$ cat src/verilog/fpuod_pkg.sv
package fpuod_pkg;
    // addressing byte layout
    localparam int MOD_MSB = 7;
    localparam int MOD_LSB = 6;
    localparam int OPX_MSB = 5;
    localparam int OPX_LSB = 3;
    localparam int RM_MSB  = 2;
    localparam int RM_LSB  = 0;

    // mod encodings
    localparam logic [1:0] MOD_NO_DISP  = 2'h0;
    localparam logic [1:0] MOD_DISP8    = 2'h1;
    localparam logic [1:0] MOD_DISP16   = 2'h2;
    localparam logic [1:0] MOD_REGISTER = 2'h3;

    // r/m encodings with a defined address form
    localparam logic [2:0] RM_BASE_SRC = 3'h0;
    localparam logic [2:0] RM_BASE_DST = 3'h1;
    localparam logic [2:0] RM_DIRECT   = 3'h6;

    // reset values
    localparam logic [15:0] RESET_WORD = 16'h0000;
    localparam logic [2:0]  RESET_IDX  = 3'h0;
    localparam logic [1:0]  RESET_CNT  = 2'h0;
    localparam logic [7:0]  RESET_BYTE = 8'h00;

    // displacement byte counts per addressing form
    localparam logic [1:0] DISP_NONE = 2'h0;
    localparam logic [1:0] DISP_ONE  = 2'h1;
    localparam logic [1:0] DISP_TWO  = 2'h2;

    typedef enum logic [3:0] {
        FPUOD_IDLE    = 4'h1,
        FPUOD_DISP_LO = 4'h2,
        FPUOD_DISP_HI = 4'h4,
        FPUOD_FINISH  = 4'h8
    } fpuod_state_t;
endpackage

$ cat src/verilog/fpuod_addr_if.sv
`timescale 1ns/10ps
`default_nettype none
interface fpuod_addr_if;
    logic [1:0]  mode;
    logic [2:0]  rm;
    logic [15:0] disp;
    logic [15:0] base_register;
    logic [15:0] source_index_register;
    logic [15:0] destination_index_register;
    logic [15:0] effective_address;
    logic        register_form;
    logic        form_supported;

    modport calc (
        input  mode,
        input  rm,
        input  disp,
        input  base_register,
        input  source_index_register,
        input  destination_index_register,
        output effective_address,
        output register_form,
        output form_supported
    );
    modport ctrl (
        output mode,
        output rm,
        output disp,
        output base_register,
        output source_index_register,
        output destination_index_register,
        input  effective_address,
        input  register_form,
        input  form_supported
    );
endinterface
`default_nettype wire

$ cat src/verilog/fpuod_ea_calc.sv
`timescale 1ns/10ps
`default_nettype none
module fpuod_ea_calc (
    fpuod_addr_if.calc a
);
    always_comb begin
        a.effective_address = fpuod_pkg::RESET_WORD;
        a.register_form     = 1'b0;
        a.form_supported    = 1'b0;
        if (a.mode == fpuod_pkg::MOD_REGISTER) begin
            a.register_form  = 1'b1;
            a.form_supported = 1'b1;
        end else if (a.mode == fpuod_pkg::MOD_NO_DISP &&
                     a.rm == fpuod_pkg::RM_DIRECT) begin
            a.effective_address = a.disp;
            a.form_supported    = 1'b1;
        end else begin
            case (a.rm)
                fpuod_pkg::RM_BASE_SRC: begin
                    a.effective_address = 16'(a.base_register
                        + a.source_index_register + a.disp);
                    a.form_supported = 1'b1;
                end
                fpuod_pkg::RM_BASE_DST: begin
                    a.effective_address = 16'(a.base_register
                        + a.destination_index_register + a.disp);
                    a.form_supported = 1'b1;
                end
                // other address forms are flagged, not guessed
                default: begin
                    a.effective_address = fpuod_pkg::RESET_WORD;
                    a.form_supported    = 1'b0;
                end
            endcase
        end
    end
endmodule
`default_nettype wire

$ cat src/verilog/fpuod_top.sv
// What this block does
// - mod 01: low byte only, sign-extended to 16 bits.
// - mod 11: r/m is a stack-relative register index, not memory.
// - r/m 000 memory: base plus source index plus displacement.
// - r/m 001 memory: base plus destination index plus displacement.
// - direct form r/m 110: high byte over low byte, no register.
// - index i selects register i above stack top (modulo eight); zero selects the top.
// - no-displacement mod, except r/m 110: zero displacement, no displacement bytes.
`timescale 1ns/10ps
`default_nettype none
module fpuod_top (
    // clock and reset
    input  wire logic        clk_in,
    input  wire logic        rst_n_in,
    // instruction byte stream
    input  wire logic        byte_valid_in,
    input  wire logic [7:0]  byte_in,
    // host register file and numeric stack pointer
    input  wire logic [15:0] base_register_in,
    input  wire logic [15:0] source_index_register_in,
    input  wire logic [15:0] destination_index_register_in,
    input  wire logic [2:0]  stack_top_in,
    // decode result
    output logic             busy_out,
    output logic             result_valid_out,
    output logic             register_form_out,
    output logic             form_unsupported_out,
    output logic [15:0]      effective_address_out,
    output logic [15:0]      displacement_out,
    output logic [2:0]       stack_index_out,
    output logic [2:0]       stack_relative_register_out,
    output logic [2:0]       opcode_extension_out
);
    fpuod_pkg::fpuod_state_t state;
    fpuod_pkg::fpuod_state_t next_state;
    logic [1:0]  mode;
    logic [2:0]  rm;
    logic [2:0]  opx;
    logic [7:0]  disp_lo;
    logic [7:0]  disp_hi;
    logic [1:0]  disp_count;
    logic [15:0] disp_word;

    fpuod_addr_if addr ();

    // field pickers for the addressing byte
    function automatic logic [1:0] mode_field(input logic [7:0] b);
        mode_field = b[fpuod_pkg::MOD_MSB:fpuod_pkg::MOD_LSB];
    endfunction

    function automatic logic [2:0] rm_field(input logic [7:0] b);
        rm_field = b[fpuod_pkg::RM_MSB:fpuod_pkg::RM_LSB];
    endfunction

    function automatic logic [2:0] opx_field(input logic [7:0] b);
        opx_field = b[fpuod_pkg::OPX_MSB:fpuod_pkg::OPX_LSB];
    endfunction

    // number of displacement bytes following the addressing byte
    function automatic logic [1:0] disp_bytes(input logic [1:0] m,
                                              input logic [2:0] r);
        case (m)
            fpuod_pkg::MOD_NO_DISP: begin
                if (r == fpuod_pkg::RM_DIRECT) begin
                    disp_bytes = fpuod_pkg::DISP_TWO;
                end else begin
                    disp_bytes = fpuod_pkg::DISP_NONE;
                end
            end
            fpuod_pkg::MOD_DISP8:  disp_bytes = fpuod_pkg::DISP_ONE;
            fpuod_pkg::MOD_DISP16: disp_bytes = fpuod_pkg::DISP_TWO;
            default:               disp_bytes = fpuod_pkg::DISP_NONE;
        endcase
    endfunction

    always_comb begin
        case (disp_count)
            fpuod_pkg::DISP_ONE: disp_word = {{8{disp_lo[7]}}, disp_lo};
            fpuod_pkg::DISP_TWO: disp_word = {disp_hi, disp_lo};
            default:             disp_word = fpuod_pkg::RESET_WORD;
        endcase
    end

    assign addr.mode                       = mode;
    assign addr.rm                         = rm;
    assign addr.disp                       = disp_word;
    assign addr.base_register              = base_register_in;
    assign addr.source_index_register      = source_index_register_in;
    assign addr.destination_index_register = destination_index_register_in;

    fpuod_ea_calc u_calc (
        .a (addr.calc)
    );

    always_comb begin
        next_state = state;
        case (state)
            fpuod_pkg::FPUOD_IDLE: begin
                if (byte_valid_in) begin
                    case (disp_bytes(mode_field(byte_in), rm_field(byte_in)))
                        fpuod_pkg::DISP_NONE: begin
                            next_state = fpuod_pkg::FPUOD_FINISH;
                        end
                        default: begin
                            next_state = fpuod_pkg::FPUOD_DISP_LO;
                        end
                    endcase
                end
            end
            fpuod_pkg::FPUOD_DISP_LO: begin
                if (byte_valid_in) begin
                    next_state = (disp_count == fpuod_pkg::DISP_TWO)
                               ? fpuod_pkg::FPUOD_DISP_HI
                               : fpuod_pkg::FPUOD_FINISH;
                end
            end
            fpuod_pkg::FPUOD_DISP_HI: begin
                if (byte_valid_in) begin
                    next_state = fpuod_pkg::FPUOD_FINISH;
                end
            end
            fpuod_pkg::FPUOD_FINISH: next_state = fpuod_pkg::FPUOD_IDLE;
            default:                 next_state = fpuod_pkg::FPUOD_IDLE;
        endcase
    end

    always_ff @(posedge clk_in or negedge rst_n_in) begin
        if (!rst_n_in) begin
            state <= fpuod_pkg::FPUOD_IDLE;
        end else begin
            state <= next_state;
        end
    end

    // addressing byte capture
    always_ff @(posedge clk_in or negedge rst_n_in) begin
        if (!rst_n_in) begin
            mode <= fpuod_pkg::MOD_NO_DISP;
            rm   <= fpuod_pkg::RESET_IDX;
            opx  <= fpuod_pkg::RESET_IDX;
        end else if (state == fpuod_pkg::FPUOD_IDLE && byte_valid_in) begin
            mode <= mode_field(byte_in);
            rm   <= rm_field(byte_in);
            opx  <= opx_field(byte_in);
        end
    end

    // displacement length, fixed by the addressing byte alone
    always_ff @(posedge clk_in or negedge rst_n_in) begin
        if (!rst_n_in) begin
            disp_count <= fpuod_pkg::RESET_CNT;
        end else if (state == fpuod_pkg::FPUOD_IDLE && byte_valid_in) begin
            disp_count <= disp_bytes(mode_field(byte_in), rm_field(byte_in));
        end
    end

    // displacement bytes, low first; cleared per instruction so a
    // short form never reuses a stale byte
    always_ff @(posedge clk_in or negedge rst_n_in) begin
        if (!rst_n_in) begin
            disp_lo <= fpuod_pkg::RESET_BYTE;
            disp_hi <= fpuod_pkg::RESET_BYTE;
        end else if (state == fpuod_pkg::FPUOD_IDLE && byte_valid_in) begin
            disp_lo <= fpuod_pkg::RESET_BYTE;
            disp_hi <= fpuod_pkg::RESET_BYTE;
        end else if (state == fpuod_pkg::FPUOD_DISP_LO && byte_valid_in) begin
            disp_lo <= byte_in;
        end else if (state == fpuod_pkg::FPUOD_DISP_HI && byte_valid_in) begin
            disp_hi <= byte_in;
        end
    end

    // result registers, loaded in the finish cycle; register inputs
    // are sampled then, so the host must hold them until valid
    always_ff @(posedge clk_in or negedge rst_n_in) begin
        if (!rst_n_in) begin
            register_form_out    <= 1'b0;
            form_unsupported_out <= 1'b0;
            opcode_extension_out <= fpuod_pkg::RESET_IDX;
        end else if (state == fpuod_pkg::FPUOD_FINISH) begin
            register_form_out    <= addr.register_form;
            form_unsupported_out <= !addr.form_supported;
            opcode_extension_out <= opx;
        end
    end

    always_ff @(posedge clk_in or negedge rst_n_in) begin
        if (!rst_n_in) begin
            effective_address_out <= fpuod_pkg::RESET_WORD;
            displacement_out      <= fpuod_pkg::RESET_WORD;
        end else if (state == fpuod_pkg::FPUOD_FINISH) begin
            effective_address_out <= addr.effective_address;
            displacement_out      <= disp_word;
        end
    end

    // stack results stay zero for memory forms so no stale index leaks
    always_ff @(posedge clk_in or negedge rst_n_in) begin
        if (!rst_n_in) begin
            stack_index_out             <= fpuod_pkg::RESET_IDX;
            stack_relative_register_out <= fpuod_pkg::RESET_IDX;
        end else if (state == fpuod_pkg::FPUOD_FINISH) begin
            if (addr.register_form) begin
                stack_index_out <= rm;
                // wraps modulo the eight-entry stack
                stack_relative_register_out <= 3'(stack_top_in + rm);
            end else begin
                stack_index_out             <= fpuod_pkg::RESET_IDX;
                stack_relative_register_out <= fpuod_pkg::RESET_IDX;
            end
        end
    end

    always_ff @(posedge clk_in or negedge rst_n_in) begin
        if (!rst_n_in) begin
            result_valid_out <= 1'b0;
        end else begin
            result_valid_out <= (state == fpuod_pkg::FPUOD_FINISH);
        end
    end

    // busy follows the next state so it drops in the valid cycle
    always_ff @(posedge clk_in or negedge rst_n_in) begin
        if (!rst_n_in) begin
            busy_out <= 1'b0;
        end else begin
            busy_out <= (next_state != fpuod_pkg::FPUOD_IDLE);
        end
    end
endmodule
`default_nettype wire

$ cat config.mk
export PLATFORM = sky130hd
export DESIGN_NAME = fpuod_top
export DESIGN_NICKNAME = d
export VERILOG_FILES = /design/src/verilog/fpuod_pkg.sv /design/src/verilog/fpuod_addr_if.sv /design/src/verilog/fpuod_ea_calc.sv /design/src/verilog/fpuod_top.sv
export SDC_FILE = /design/constraint.sdc
export NUM_CORES = 1
export LEC_CHECK = 0
export BUFFER_PORTS_ARGS = -buffer_cell sky130_fd_sc_hd__buf_2
export CAP_MARGIN = 30
export CELL_PAD_IN_SITES_DETAIL_PLACEMENT = 0
export CELL_PAD_IN_SITES_GLOBAL_PLACEMENT = 2
export CORE_MARGIN = 4
export CORE_UTILIZATION = 31
export DETAILED_ROUTE_END_ITERATION = 8
export GPL_ROUTABILITY_DRIVEN = 0
export PLACE_DENSITY = 0.73
export SETUP_SLACK_MARGIN = 0.05
export SYNTH_ARGS = -nofsm -noshare
export SYNTH_HDL_FRONTEND = slang
export SYNTH_SLANG_ARGS = --single-unit
$ cat constraint.sdc
create_clock -name clk_in -period 3.7 [get_ports clk_in]
set_clock_uncertainty 0.1 [all_clocks]
set_input_delay 0.74 -clock clk_in [delete_from_list [all_inputs] [get_ports clk_in]]
set_output_delay 0.74 -clock clk_in [all_outputs]
set_load 0.01 [all_outputs]
==> reports/qor.log <==
[critical_path] data arrival at the endpoint of the critical path 3.84 ns
[critical_path] worst flop-to-flop path endpoint effective_address_out[15]
[timing] final critical-path setup slack -0.0220 ns
[critical_path] Critical Setup Path Class flop to flop
[finish] Final Core Density 41.9%
[synth] number of warnings printed during yosys synthesis 0
[detailed_routing] overall routed net length 15.9 mm
[synth] count of different cell masters after synthesis 56
[synth] netlist area before placement 5220 sq um
[global_route] number of antenna violations at the first check in global routing 0
[finish] proportion of layout cells with a drive suffix above 1 34.6%
[timing] highest attainable clock frequency 0.269 GHz
[clock_tree] Inserted Clock Buffers 9
[clock_tree] Max Root-Sink Buffers 2
[floorplanning] total die area 19000 sq um
[global_route] via count of the first global-routing pass 4764
[clock_tree] master cell of the clock root buffer clkbuf_16
[timing] Slew Viols, Final 0
[job] number of max-cap violations 0
[detailed_routing] number of antenna-violating nets in the routed design 0
[clock_tree] clock tree from TritonCTS done
[critical_path] startpoint class of the critical path flop
[critical_path] worst path cell trace inv_2 -> ha_4 -> nor2_4 -> and2_4 -> fa_1 -> ha_2 -> fa_2 -> a211oi_2 -> o21bai_2 -> o221ai_2 -> o2111ai_2 -> a21oi_2 -> xnor2_1 -> a21o_1 -> o31a_1
[run_status] outcome complete, but fails checks
[timing] number of setup violations in the final report 1
[floorplanning] area inside the core boundary 16500 sq um
[pwr] PnR Total Power 4.95 mW
[timing] final hold vios 0
[clock_tree] maximum level of the CTS H-tree 3
[detailed_routing] # DRC 0
[synth] synthesized net count 674
[critical_path] critical path's largest stage delay 0.44 ns
[critical_path] setup slack of the most critical reg-to-reg path -0.02 ns
[synth] Post-synth ARST share 100%
[detailed_routing] vias after detailed routing 4566
[critical_path] top fanout value on the critical path 5
[synth] share of the yosys chip area belonging to registers 36.0%
[pwr] worst vdd rail ir drop 0.310 mV
[critical_path] required time of the worst setup path 3.82 ns
[global_route] wire length of the first global-routing pass 25.0 mm
[finish] area used by sequential logic in the layout 1880 sq um
[run_status] failing checks setup timing
[timing] Max-Slew Margin vs Limit 48.1%
[critical_path] cell with the largest stage delay on the worst path dfrtp_2
[critical_path] reg-to-reg startpoint disp_count[0]
[synth] most instantiated flip-flop cell in the synthesis netlist dfrtp_1
[clock_tree] clock insertion delay at the later pin of the skew report 0.34 ns
[synth] count of flip-flops with a built-in enable after synthesis 0
[floorplanning] Initial Utilization 31.6%
[floorplanning] chip width 138 microns
[global_route] Tot GR Track Use 17.2%
[timing] Final TNS setup -0.0220 ns
[critical_path] cells on worst reg2reg path 15
[global_route] maximum number of pins on one net before global-route repair 54
[finish] commonest non-fill, non-tap cell in the layout nand2_1
[floorplanning] y dimension of the die 138 microns
[pwr] total power density per cell area 715 nW/um^2
[placement] Detailed Place HPWL 12.5 mm
[finish] count of inserted antenna diode cells 0
[critical_path] sort of element at the end of the critical path flop
[floorplanning] number of cell rows 47
[finish] cell area after layout 6930 sq um
[timing] Worst Tran Pin Value 0.779 ns
[placement] cell count after placement 896
[hold_path] hold crit path type input pin to asynchronous set/reset pin
[global_route] GRT Residual Overflow 0
[timing] post-route worst hold slack 0.212 ns
[synth] number of cells produced by synthesis 548
[detailed_routing] detailed router's first-iteration violation count 199
[placement] worst setup timing slack at the placement stage -0.195 ns
[finish] Synth-to-Final Area Change 32.8%
[synth] #FFs+latches synth 75
[clock_tree] Clock Pin Slew Worst Setup and Hold Paths 0.06 ns
[placement] instance area after placement 6310 sq um
[detailed_routing] final routed wire length divided by cell count 17.3 microns
[detailed_routing] iteration count of the initial detailed-routing pass 5
[clock_tree] sink count of the clock tree 75
[floorplanning] number of top-level pins 107
[synth] mean post-synth cell area 9.52 sq um
[pwr] leakage component of the power 3.35 nW
[finish] fill cell count 1660
[clock_tree] hold buffers post-CTS 0
[timing] final critical path time including I/O delays and setup 3.72 ns
[finish] final std cells w/o fill 919
[timing] setup repair after global routing missed its margin yes
[finish] top library cells by usage in the layout, fill and taps aside nand2_1 (122), buf_2 (105), dfrtp_1 (73)
[placement] IO Port Bufs 106
[finish] number of nets in the layout 820
[finish] area of the multi-input gates 3500 sq um
[detailed_routing] DR vias/cell 4.97
[timing] final worst path period share 101%
[what timing repair did]
item	4_1_cts	5_1_grt
setup buffers	1	6
gates cloned	0	0
hold endpoints to repair	0	0
resized for setup	18	35
setup endpoints to repair	7	9
pin swaps	11	20
[worst max-delay path by stage]
stage                     depth (start not counted)           from                         to
after global placement                           15  disp_count[0]  effective_address_out[15]
after CTS                                        16  disp_count[1]  effective_address_out[15]
final                                            15  disp_count[0]  effective_address_out[15]
after detailed placement                         14  disp_count[0]  effective_address_out[15]
after global routing                             15  disp_count[0]  effective_address_out[15]
after floorplan                                  17  disp_count[0]  effective_address_out[15]
[report_power, final]
group	total, mW	switching, mW	internal, mW
sequential	1.40	0.255	1.15
combinational	2.66	1.45	1.21
clock	0.884	0.347	0.537
total	4.95	2.06	2.89
[per-layer routing]
| layer | up-vias | part of all wire [%] | GRT usage (%) |
|---|---|---|---|
| met4 | 0 | 1.3 | 4.01 |
| met5 | - | 0 | 0 |
| met2 | 96 | 49 | 28.8 |
| met1 | 2244 | 45 | 22.8 |
| met3 | 13 | 4.5 | 3.62 |
| li1 | 2213 | - | - |
[cell usage after synthesis, types with 7 or more instances]
library cell | n | share of area, %
nand2_1 | 123 | 8.9
xnor2_1 | 18 | 3.0
o21ai_0 | 45 | 4.3
a21o_1 | 7 | 1.0
xor2_1 | 12 | 2.0
and2_1 | 9 | 1.1
inv_1 | 9 | 0.65
clkbuf_1 | 16 | 1.2
ha_1 | 31 | 7.4
nand3_1 | 19 | 1.8
a21oi_1 | 34 | 3.3
fa_1 | 33 | 13
nor2_1 | 19 | 1.4
dfrtp_1 | 74 | 36
mux2_2 | 14 | 3.0
[cells by family (layout without fill, tap and decap cells)]
kind of cell	count (synthesis)	in the layout	share of synthesized area, %
buf+inv	32	183	2.52
compound gates	135	135	16.7
xor+xnor	30	30	5.04
simple gates	196	196	16.2
flops	75	75	36.0
fa+ha+maj	64	64	20.1
mux	16	16	3.41
[flip-flops by register name, summed over array words and instances, names as in the netlist, 4 cells and up]
register / cells
displacement_out: 16
effective_address_out: 16
disp_hi: 8
disp_lo: 8
state: 4
[worst max-delay path, delay by kind of cell, from the launching register on]
kind | cells | cell delay [ns]
AOI/OAI and AO/OA | 7 | 1.35
xor gates and xnor gates | 1 | 0.07
adders and majority gates | 4 | 1.21
buffers and inverters | 1 | 0.09
DFF | 1 | 0.44
and+or+nand+nor | 2 | 0.34
[final cells by class]
cell class / instances / share of cell area (%)
clock inverter: 5 / 0.759
tap: 220 / 3.97
timing repair buffer: 157 / 13.6
inverter: 10 / 0.542
multi-input combinational: 441 / 50.5
clock buffer: 11 / 3.50
sequential: 75 / 27.1
Power figures use the tool's default switching activity.
